==> src/hdl/pblac_pkg.sv <==
package pblac_pkg;

  localparam logic [3:0] PBLAC_BE_ALL = 4'h0;
  localparam logic [3:0] PBLAC_BE_B0  = 4'hE;
  localparam logic [3:0] PBLAC_BE_B1  = 4'hD;
  localparam logic [3:0] PBLAC_BE_B2  = 4'hB;
  localparam logic [3:0] PBLAC_BE_B3  = 4'h7;
  localparam logic [3:0] PBLAC_BE_LO  = 4'hC;
  localparam logic [3:0] PBLAC_BE_HI  = 4'h3;
  localparam logic [3:0] PBLAC_BE_NONE = 4'hF;

  localparam logic [4:0] PBLAC_OFS_DATA_PORT = 5'h10;
  localparam logic [4:0] PBLAC_OFS_STA_LAST  = 5'h0F;
  localparam logic       PBLAC_RST_DWORD     = 1'b0;

  typedef enum logic [1:0] {
    PBLAC_MK_DESC_RD = 2'h0,
    PBLAC_MK_TX_RD   = 2'h1,
    PBLAC_MK_DESC_WR = 2'h2,
    PBLAC_MK_RX_WR   = 2'h3
  } pblac_mkind_e;

  typedef struct packed {
    logic         valid;
    pblac_mkind_e kind;
    logic [31:0]  addr;
    logic [1:0]   first_byte;
    logic [2:0]   nbytes;
    logic         byte_wr;
    logic [31:0]  wdata;
  } pblac_mreq_s;

  typedef struct packed {
    logic        valid;
    logic        rd;
    logic [4:0]  offset;
    logic [3:0]  be_n;
    logic [31:0] wdata;
  } pblac_treq_s;

  typedef struct packed {
    logic        valid;
    logic        is_rd;
    logic [31:0] addr;
    logic [3:0]  be_n;
    logic [31:0] data;
  } pblac_mcyc_s;

  typedef struct packed {
    logic        valid;
    logic        legal;
    logic        wr_en;
    logic        rd;
    logic        dword;
    logic [4:0]  offset;
    logic [3:0]  be_n;
    logic [31:0] data;
  } pblac_tacc_s;

endpackage : pblac_pkg

==> src/hdl/pblac_top.sv <==
`timescale 1ns/100ps
module pblac_top (
  input  wire logic               clk_sys_in,
  input  wire logic               rst_n_in,
  input  wire pblac_pkg::pblac_mreq_s mreq_in,
  input  wire logic [31:0]        mst_rdata_in,
  input  wire logic               mst_rvalid_in,
  input  wire pblac_pkg::pblac_treq_s treq_in,
  input  wire logic [31:0]        reg_rdata_in,
  input  wire logic               ext_width_sel_in,
  output pblac_pkg::pblac_mcyc_s  mcyc_out,
  output logic [31:0]             mst_rx_data_out,
  output logic [3:0]              mst_rx_keep_out,
  output logic                    mst_rx_valid_out,
  output pblac_pkg::pblac_tacc_s  tacc_out,
  output logic [31:0]             tgt_rdata_out,
  output logic                    dword_io_mode_out
);
  import pblac_pkg::*;

  // Master side: lane keep mask for the dword being fetched
  logic [3:0]  keep_q;
  logic [3:0]  keep_d;
  pblac_mcyc_s mcyc_q;
  pblac_mcyc_s mcyc_d;
  logic [31:0] rx_data_q;
  logic [31:0] rx_data_d;
  logic [3:0]  rx_keep_q;
  logic [3:0]  rx_keep_d;
  logic        rx_valid_q;
  logic        rx_valid_d;
  logic [3:0]  wr_be_n;
  logic [2:0]  last_byte;

  always_comb begin
    wr_be_n   = PBLAC_BE_NONE;
    last_byte = 3'({1'b0, mreq_in.first_byte} + mreq_in.nbytes - 3'h1);
    for (int i = 0; i < 4; i++) begin
      if ((3'(i) >= {1'b0, mreq_in.first_byte}) && (3'(i) <= last_byte)) begin
        wr_be_n[i] = 1'b0;
      end
    end
  end

  always_comb begin
    mcyc_d     = mcyc_q;
    mcyc_d.valid = 1'b0;
    keep_d     = keep_q;
    rx_data_d  = rx_data_q;
    rx_keep_d  = rx_keep_q;
    rx_valid_d = 1'b0;
    if (mreq_in.valid) begin
      mcyc_d.valid = 1'b1;
      mcyc_d.addr  = {mreq_in.addr[31:2], 2'b00};
      mcyc_d.data  = mreq_in.wdata;
      unique case (mreq_in.kind)
        PBLAC_MK_DESC_RD, PBLAC_MK_TX_RD: begin
          mcyc_d.is_rd = 1'b1;
          mcyc_d.be_n  = PBLAC_BE_ALL;
          keep_d       = ~wr_be_n;
          if (mreq_in.kind == PBLAC_MK_DESC_RD) begin
            keep_d = 4'hF;
          end
        end
        PBLAC_MK_DESC_WR: begin
          mcyc_d.is_rd = 1'b0;
          // Descriptors only ever take the full dword or the top status byte
          mcyc_d.be_n  = mreq_in.byte_wr ? PBLAC_BE_B3 : PBLAC_BE_ALL;
        end
        PBLAC_MK_RX_WR: begin
          mcyc_d.is_rd = 1'b0;
          // Enables cover one contiguous run of lanes from first_byte to last_byte, never with holes
          mcyc_d.be_n  = wr_be_n;
        end
      endcase
    end
    if (mst_rvalid_in) begin
      rx_data_d  = mst_rdata_in;
      rx_keep_d  = keep_q;
      rx_valid_d = 1'b1;
    end
  end

  always_ff @(posedge clk_sys_in) begin
    if (!rst_n_in) begin
      mcyc_q     <= '0;
      keep_q     <= 4'h0;
      rx_data_q  <= 32'h0000_0000;
      rx_keep_q  <= 4'h0;
      rx_valid_q <= 1'b0;
    end else begin
      mcyc_q     <= mcyc_d;
      keep_q     <= keep_d;
      rx_data_q  <= rx_data_d;
      rx_keep_q  <= rx_keep_d;
      rx_valid_q <= rx_valid_d;
    end
  end

  // Target side: mode latch, legality check, lane steering
  logic        dword_q;
  logic        dword_d;
  pblac_tacc_s tacc_q;
  pblac_tacc_s tacc_d;
  logic [31:0] trd_q;
  logic [31:0] trd_d;
  logic        rd_pend_q;
  logic        rd_pend_d;
  logic [3:0]  rd_be_q;
  logic [3:0]  rd_be_d;
  logic        rd_full_q;
  logic        rd_full_d;
  logic        station;
  logic        legal;

  always_comb begin
    station = (treq_in.offset <= PBLAC_OFS_STA_LAST);
    legal   = 1'b0;
    if (dword_q) begin
      legal = (treq_in.be_n == PBLAC_BE_ALL) && (treq_in.offset[1:0] == 2'b00);
    end else begin
      unique case (treq_in.be_n)
        PBLAC_BE_LO: legal = 1'b1;
        PBLAC_BE_HI: legal = 1'b1;
        PBLAC_BE_B0, PBLAC_BE_B1, PBLAC_BE_B2, PBLAC_BE_B3:
          legal = treq_in.rd && station;
        default: legal = 1'b0;
      endcase
    end
  end

  always_comb begin
    dword_d   = dword_q;
    tacc_d    = tacc_q;
    tacc_d.valid = 1'b0;
    tacc_d.wr_en = 1'b0;
    trd_d     = trd_q;
    rd_pend_d = 1'b0;
    rd_be_d   = rd_be_q;
    rd_full_d = rd_full_q;
    if (treq_in.valid) begin
      // The switch fires even on a data port write otherwise refused
      if (!treq_in.rd && treq_in.be_n == PBLAC_BE_ALL
          && treq_in.offset == PBLAC_OFS_DATA_PORT) begin
        dword_d = 1'b1;
      end
      tacc_d.valid  = 1'b1;
      tacc_d.legal  = legal;
      tacc_d.rd     = treq_in.rd;
      tacc_d.dword  = dword_q;
      tacc_d.offset = treq_in.offset;
      tacc_d.be_n   = treq_in.be_n;
      tacc_d.wr_en  = legal && !treq_in.rd;
      unique case (treq_in.be_n)
        PBLAC_BE_HI: tacc_d.data = {16'h0000, treq_in.wdata[31:16]};
        PBLAC_BE_LO: tacc_d.data = {16'h0000, treq_in.wdata[15:0]};
        default:     tacc_d.data = treq_in.wdata;
      endcase
      rd_pend_d = treq_in.rd && legal;
      rd_be_d   = treq_in.be_n;
      rd_full_d = station || ext_width_sel_in;
    end
    if (rd_pend_q) begin
      unique case (rd_be_q)
        PBLAC_BE_HI: trd_d = {reg_rdata_in[15:0], reg_rdata_in[15:0]};
        PBLAC_BE_B2: trd_d = {8'h00, reg_rdata_in[7:0], 8'h00, reg_rdata_in[7:0]};
        PBLAC_BE_B3: trd_d = {reg_rdata_in[15:8], 8'h00, reg_rdata_in[15:8], 8'h00};
        PBLAC_BE_B1: trd_d = {16'h0000, reg_rdata_in[15:8], 8'h00};
        PBLAC_BE_B0: trd_d = {24'h00_0000, reg_rdata_in[7:0]};
        PBLAC_BE_LO: trd_d = {16'h0000, reg_rdata_in[15:0]};
        default: begin
          // Reserved upper half read as zero unless fully defined
          trd_d = rd_full_q ? reg_rdata_in
                            : {16'h0000, reg_rdata_in[15:0]};
        end
      endcase
    end
  end

  always_ff @(posedge clk_sys_in) begin
    if (!rst_n_in) begin
      dword_q   <= PBLAC_RST_DWORD;
      tacc_q    <= '0;
      trd_q     <= 32'h0000_0000;
      rd_pend_q <= 1'b0;
      rd_be_q   <= 4'hF;
      rd_full_q <= 1'b0;
    end else begin
      dword_q   <= dword_d;
      tacc_q    <= tacc_d;
      trd_q     <= trd_d;
      rd_pend_q <= rd_pend_d;
      rd_be_q   <= rd_be_d;
      rd_full_q <= rd_full_d;
    end
  end

  assign mcyc_out          = mcyc_q;
  assign mst_rx_data_out   = rx_data_q;
  assign mst_rx_keep_out   = rx_keep_q;
  assign mst_rx_valid_out  = rx_valid_q;
  assign tacc_out          = tacc_q;
  assign tgt_rdata_out     = trd_q;
  assign dword_io_mode_out = dword_q;

endmodule : pblac_top

==> config.mk <==
export PLATFORM = sky130hd
export DESIGN_NAME = pblac_top
export DESIGN_NICKNAME = d
export VERILOG_FILES = /design/src/hdl/pblac_pkg.sv /design/src/hdl/pblac_top.sv
export SDC_FILE = /design/constraint.sdc
export NUM_CORES = 1
export LEC_CHECK = 0
export ABC_AREA = 1
export BUFFER_PORTS_ARGS = -buffer_cell sky130_fd_sc_hd__buf_2
export CAP_MARGIN = 20
export CELL_PAD_IN_SITES_DETAIL_PLACEMENT = 0
export CELL_PAD_IN_SITES_GLOBAL_PLACEMENT = 2
export CORE_ASPECT_RATIO = 0.5
export CORE_MARGIN = 3
export CORE_UTILIZATION = 26
export CTS_BUF_LIST = sky130_fd_sc_hd__clkbuf_8
export DETAILED_ROUTE_END_ITERATION = 7
export PLACE_DENSITY_LB_ADDON = 0.1
export SYNTH_ARGS = -nofsm -noshare
export SYNTH_HDL_FRONTEND = slang
export SYNTH_SLANG_ARGS = --single-unit
==> constraint.sdc <==
create_clock -name clk_sys_in -period 3.65 [get_ports clk_sys_in]
set_clock_uncertainty 0.15 [all_clocks]
set_input_delay 0.5475 -clock clk_sys_in [delete_from_list [all_inputs] [get_ports clk_sys_in]]
set_output_delay 0.5475 -clock clk_sys_in [all_outputs]
set_load 0.01 [all_outputs]
Word-level counts from Yosys, hierarchy flattened
Cells that the tools add are included.
{"block": "word_totals", "regBits": 194, "latch_bits": 0, "ramBits": 0, "rom_bits": 0, "inputBits": 184, "output_inout_bits": 186, "mem_count": 0}
{"block": "classes", "addsub": 2, "n_mul": 0, "div_mod_pow": 0, "magnitude_cmp": 8, "eq_ne": 16, "n_shift": 0, "muxes": 16, "n_bitwise": 1, "reduce_logical": 21}
{"operator": "one-hot mux 32 bit (6 select lines)", "count": 1}
{"operator": "2-to-1 mux 70 bit", "count": 1}
{"operator": "one-hot mux 32 bit (2 select lines)", "count": 1}
{"operator": "2-to-1 mux 46 bit", "count": 1}
{"operator": "== test 4 bit (second input constant)", "count": 8}
{"operator": "2-to-1 mux 32 bit", "count": 1}
{"operator": "one-hot mux 4 bit (3 select lines)", "count": 1}
{"operator": "logical AND 1 bit", "count": 9}
{"operator": "== test 4 x 2 -> 1 bit (second input constant)", "count": 2}
{"operator": "== test 4 x 3 -> 1 bit (second input constant)", "count": 2}
{"operator": "<= comparator 1 x 3 -> 1 bit (first input constant)", "count": 2}
{"operator": "<= comparator 2 x 3 -> 1 bit (first input constant)", "count": 2}
{"operator": "2-to-1 mux 1 bit", "count": 6}
{"operator": "AND reduction 2 bit", "count": 3}
{"operator": "OR reduction 2 bit", "count": 3}
{"operator": "== test 5 bit (second input constant)", "count": 1}
{"operator": "<= comparator 5 x 4 -> 1 bit (second input constant)", "count": 1}
{"operator": "== test 2 bit (second input constant)", "count": 2}
{"operator": "greater-or-equal comparator 1 x 2 -> 1 bit (first input constant)", "count": 2}
{"operator": "zero test 2 bit", "count": 2}
{"operator": "zero test 4 bit", "count": 1}
{"operator": "2-to-1 mux 4 bit", "count": 1}
{"operator": "inverter 4 bit", "count": 1}
{"operator": "one-hot mux 1 bit (2 select lines)", "count": 2}
{"operator": "other kinds (8)", "count": 8}

Longest topological paths before layout
{"block": "logic_depth", "depth_word": 7, "mapped_depth": 13}

Worst setup path before layout
Ideal clock, no wire load.
{"block": "synth_timing", "path_kind": "input -> register", "start": "input port mreq_in[37] in the netlist's numbering", "end": "register mcyc_q (netlist bit mcyc_out[34])", "setup_time_ns": 0.070, "t_arrival_ns": 1.657, "slack_ns": 1.773, "stages": 13, "path_buffers": 0, "path_cell_list": "inv_1 > ha_1 > inv_1 > ha_1 > inv_1 > nand2_1 > nand2_1 > nand2_1 > nand2_1 > nand2_1 > o21ai_0 > nand2_1 > a21oi_1"}
{"block": "synth_between", "elab_chain_cells": 6}
{"item": "start: declaration", "line": "pblac_top.sv:5", "rtl": "input wire pblac_pkg::pblac_mreq_s mreq_in,"}
{"item": "adder 2 x 3 -> 3 bit", "line": "pblac_top.sv:37", "rtl": "last_byte = 3'({1'b0, mreq_in.first_byte} + mreq_in.nbytes - 3'h1);"}
{"item": "subtractor 3 x 1 -> 3 bit", "line": "pblac_top.sv:37"}
{"item": "<= comparator 2 x 3 -> 1 bit", "line": "pblac_top.sv:39", "rtl": "if ((3'(i) >= {1'b0, mreq_in.first_byte}) && (3'(i) <= last_byte)) begin"}
{"item": "logical AND 1 bit *", "line": "pblac_top.sv:39"}
{"item": "2-to-1 mux 1 bit *", "line": "pblac_top.sv:39"}
{"item": "one-hot mux 4 bit (3 select lines) *", "line": "pblac_top.sv:56", "rtl": "unique case (mreq_in.kind)"}
{"item": "end signal: assignment", "line": "pblac_top.sv:92", "rtl": "mcyc_q <= mcyc_d;"}
{"item": "end: declaration", "line": "pblac_top.sv:24", "rtl": "pblac_mcyc_s mcyc_q;"}
Every way passes the cells marked *; elsewhere a longest branch is shown, timed or not.
A chain may end at the register's enable or synchronous reset.

==> flow_summary.yaml <==
routing:
  vias: 7383
  finalWirelength_mm: 26.7
  wl_per_cell_um: 16.2
  drc: 0
  drt_iter0_drc: 407
  antenna_left: 0
  drtPass1Iterations: 4
  post_drt_via_cell_ratio: 4.48
placed_design:
  place.gp.congestion: 0.739
  hpwl_mm: 18.9
  io_buffers: 365
  dp.cells: 1617
floorplanning:
  die_y_um: 124
  io_pins: 370
  rows: 42
  start_util: 0.269
  core_area_sq_mm: 0.0269
  die_w_um: 242
  die_area_sq_mm: 0.0300
clocking:
  clkTransAtPathRegs_ns: 0.09
  cts_hold_buf: 0
  cts_sinks: 194
  cts_inserted_buffers: 17
  cts_root_buffer: "clkbuf_8"
  post-cts-setup-buffers: 0
  cts_tree: "done"
  htree_levels: 4
  cts-root-to-sink-buffers: 2
  cts_resized: 0
  clkLatencyLatePin_ns: 0.46
critical_path:
  required_ns: 3.86
  cp-start-kind: "flip-flop"
  reg2regPathDepth: 4
  critical_path.max_fanout: 40
  worstSetupPathType: "flip-flop to flip-flop"
  ff2ff_setup_slack_ns: 1.66
  r2r-end: "tgt_rdata_out[2]$_SDFFE_PN0P_"
  crit-reg2reg-launch: "rd_pend_q$_SDFF_PN0_"
  worstPathArrival_ns: 2.21
  cp-end-kind: "flip-flop"
sta:
  max_freq_mhz: 501
  worst_slew_pin_slew_ns: 0.939
  min_period_over_period: 0.546
  setup-tns-final_ns: 0
  slew_violations: 0
  final-setup-viol-count: 0
  whs_ns: 0.116
  max_slew_margin: 0.373
  hold_violations: 0
  rsz0062_at_grt: "no"
  fin_crit_ns: 1.99
power_and_ir_drop:
  leakage_nw: 4.86
  swShare: 0.274
  clkPwrFrac: 0.326
  power_frac_comb: 0.143
  peakVddDrop_mv: 0.211
  p_sw_mw: 1.19
  power.internal_mw: 3.14
  pwr-share-seq: 0.532
  p_per_area_mw_per_mm2: 445
layout:
  multi_input_area_sq_mm: 0.00289
  drive_gt1_frac: 0.318
  synthToLayoutAreaGrowth_pct: 34.3
  ff_latch_area_sq_mm: 0.00388
  finalNonFillerCells: 1649
  nets: 1449
  fillers: 2940
grt:
  grtUsageTotal: 0.173
  grt_pass1_wl_mm: 40.3
  overflow: 0
  grt_max_degree: 128
  grt_antenna_before_repair: 4
  grt_pass1_vias: 7053
yosys:
  yosysTopAreaCellShare: 0.537
  synth_top_cell_by_area: "dfxtp_1"
  synth_area_leaders: "dfxtp_1 54%, nor2_1 11%, o21ai_0 9.3%, nand2_1 5.3%, nand3_1 5.1%"
  yosys_warnings: 0
  syn_avg_cell_area_sq_um: 7.77
  synth_edf_count: 0
  netlist_area_sq_mm: 0.00724
  synthArstFlopShare: 0
  synthCells: 931
  yosysSeqAreaShare: 0.537
  yosysMostFrequentCell: "nor2_1"
  synth_ff_type: "dfxtp_1"
  yosysUniqueCellTypes: 27
  synth_seq_cells: 194
  netlist_top_cells_count: "213 x nor2_1, 194 x dfxtp_1, 134 x o21ai_0"
worst_hold_path:
  hold_start: "treq_in[41]"
  worstHoldPathCells: 2
  hp-class: "input port to flip-flop"
  whs_endpoint: "tacc_out[43]$_SDFF_PN0_"
run_status:
  outcome: "finished clean"
run:
  drv_cap: 0
placed cells by master, fill, tap and decap left out, types with 2 or more instances in the layout:
cell type and n:
a21oi_1 39, a31oi_1 9, buf_2 364, buf_4 9, bufinv_16 2, clkbuf_8 21
clkinv_1 4, clkinvlp_4 2, conb_1 2, dfxtp_1 194, diode_2 3, ha_1 3
inv_1 47, inv_2 2, nand2_1 103, nand2_2 2, nand3_1 74, nor2_1 213
nor3b_1 8, o211ai_1 17, o21ai_0 134, o31ai_1 16
registers in the layout, summed over array words and instances (netlist names):
signal,cells
mcyc_out,68
tacc_out,46
mst_rx_data_out,32
tgt_rdata_out,32
keep_q,4
mst_rx_keep_out,4
rd_be_q,4
dword_io_mode_out,1
mst_rx_valid_out,1
rd_full_q,1
rd_pend_q,1
kinds of logic (layout without fill, tap and decap cells):
group,count (synthesis),count (layout),share of synthesized area
AOI/OAI and AO/OA,218,218,0.165
and+or+nand+nor,403,403,0.228
adders and majority gates,3,3,0.00519
other,1,5,0.000518
DFF,194,194,0.537
buffers and inverters,112,452,0.0647
layer usage:
metal | global-route usage | part of all wire | wire length [um]
met5 | 0 | 0.00090 | 24
met4 | 0.0592 | 0.016 | 423
met3 | 0.0518 | 0.064 | 1700
met2 | 0.298 | 0.50 | 13300
met1 | 0.209 | 0.42 | 11300
per-stage QoR:
stage                     area, sq um  total power, mW  setup slack, ns   util
after floorplan                  7240             2.66             1.77      -
after global placement           9330             2.97             1.33  0.347
after detailed placement         9330             2.98             1.34  0.347
after CTS                        9710             4.42             1.61  0.361
after global routing             9720             4.57             1.47  0.361
final                            9720             4.33             1.66  0.361
how the worst max path moves through the flow:
stage,end,startpoint,cells past startpoint
final,tgt_rdata_out[2]$_SDFFE_PN0P_,rd_pend_q$_SDFF_PN0_,4
after CTS,tgt_rdata_out[16]$_SDFFE_PN0P_,rd_pend_q$_SDFF_PN0_,4
after global routing,tgt_rdata_out[16]$_SDFFE_PN0P_,rd_pend_q$_SDFF_PN0_,4
after detailed placement,tacc_out[6]$_SDFFE_PN0P_,treq_in[34],7
after global placement,tacc_out[6]$_SDFFE_PN0P_,treq_in[34],7
after floorplan,mcyc_out[34]$_SDFFE_PN0P_,mreq_in[37],13
power by group through the flow:
stage                     registers (mW)  clock network [mW]  logic [mW]
after floorplan                     2.40                   0       0.262
after global placement              2.34                   0       0.624
after detailed placement            2.35                   0       0.629
after CTS                           2.30                1.48       0.632
after global routing                2.32                1.56       0.693
final                               2.30                1.41       0.617
critical path, stage by stage, from the launching register on:
cell and delay (ns):
dfxtp_1 0.33, buf_4 0.34, clkinv_1 0.60, nor2_1 0.34, a21oi_1 0.10
final cells by class:
cell class                      instances  area share
Multi-Input combinational cell        626       0.297
Tap cell                              374      0.0481
Inverter                               49      0.0189
Sequential cell                       194       0.400
Antenna cell                            3    0.000772
Clock buffer                           21      0.0297
Timing Repair Buffer                  374       0.196
Clock inverter                          8     0.00927
No activity file was read; power rests on OpenSTA's default activity.
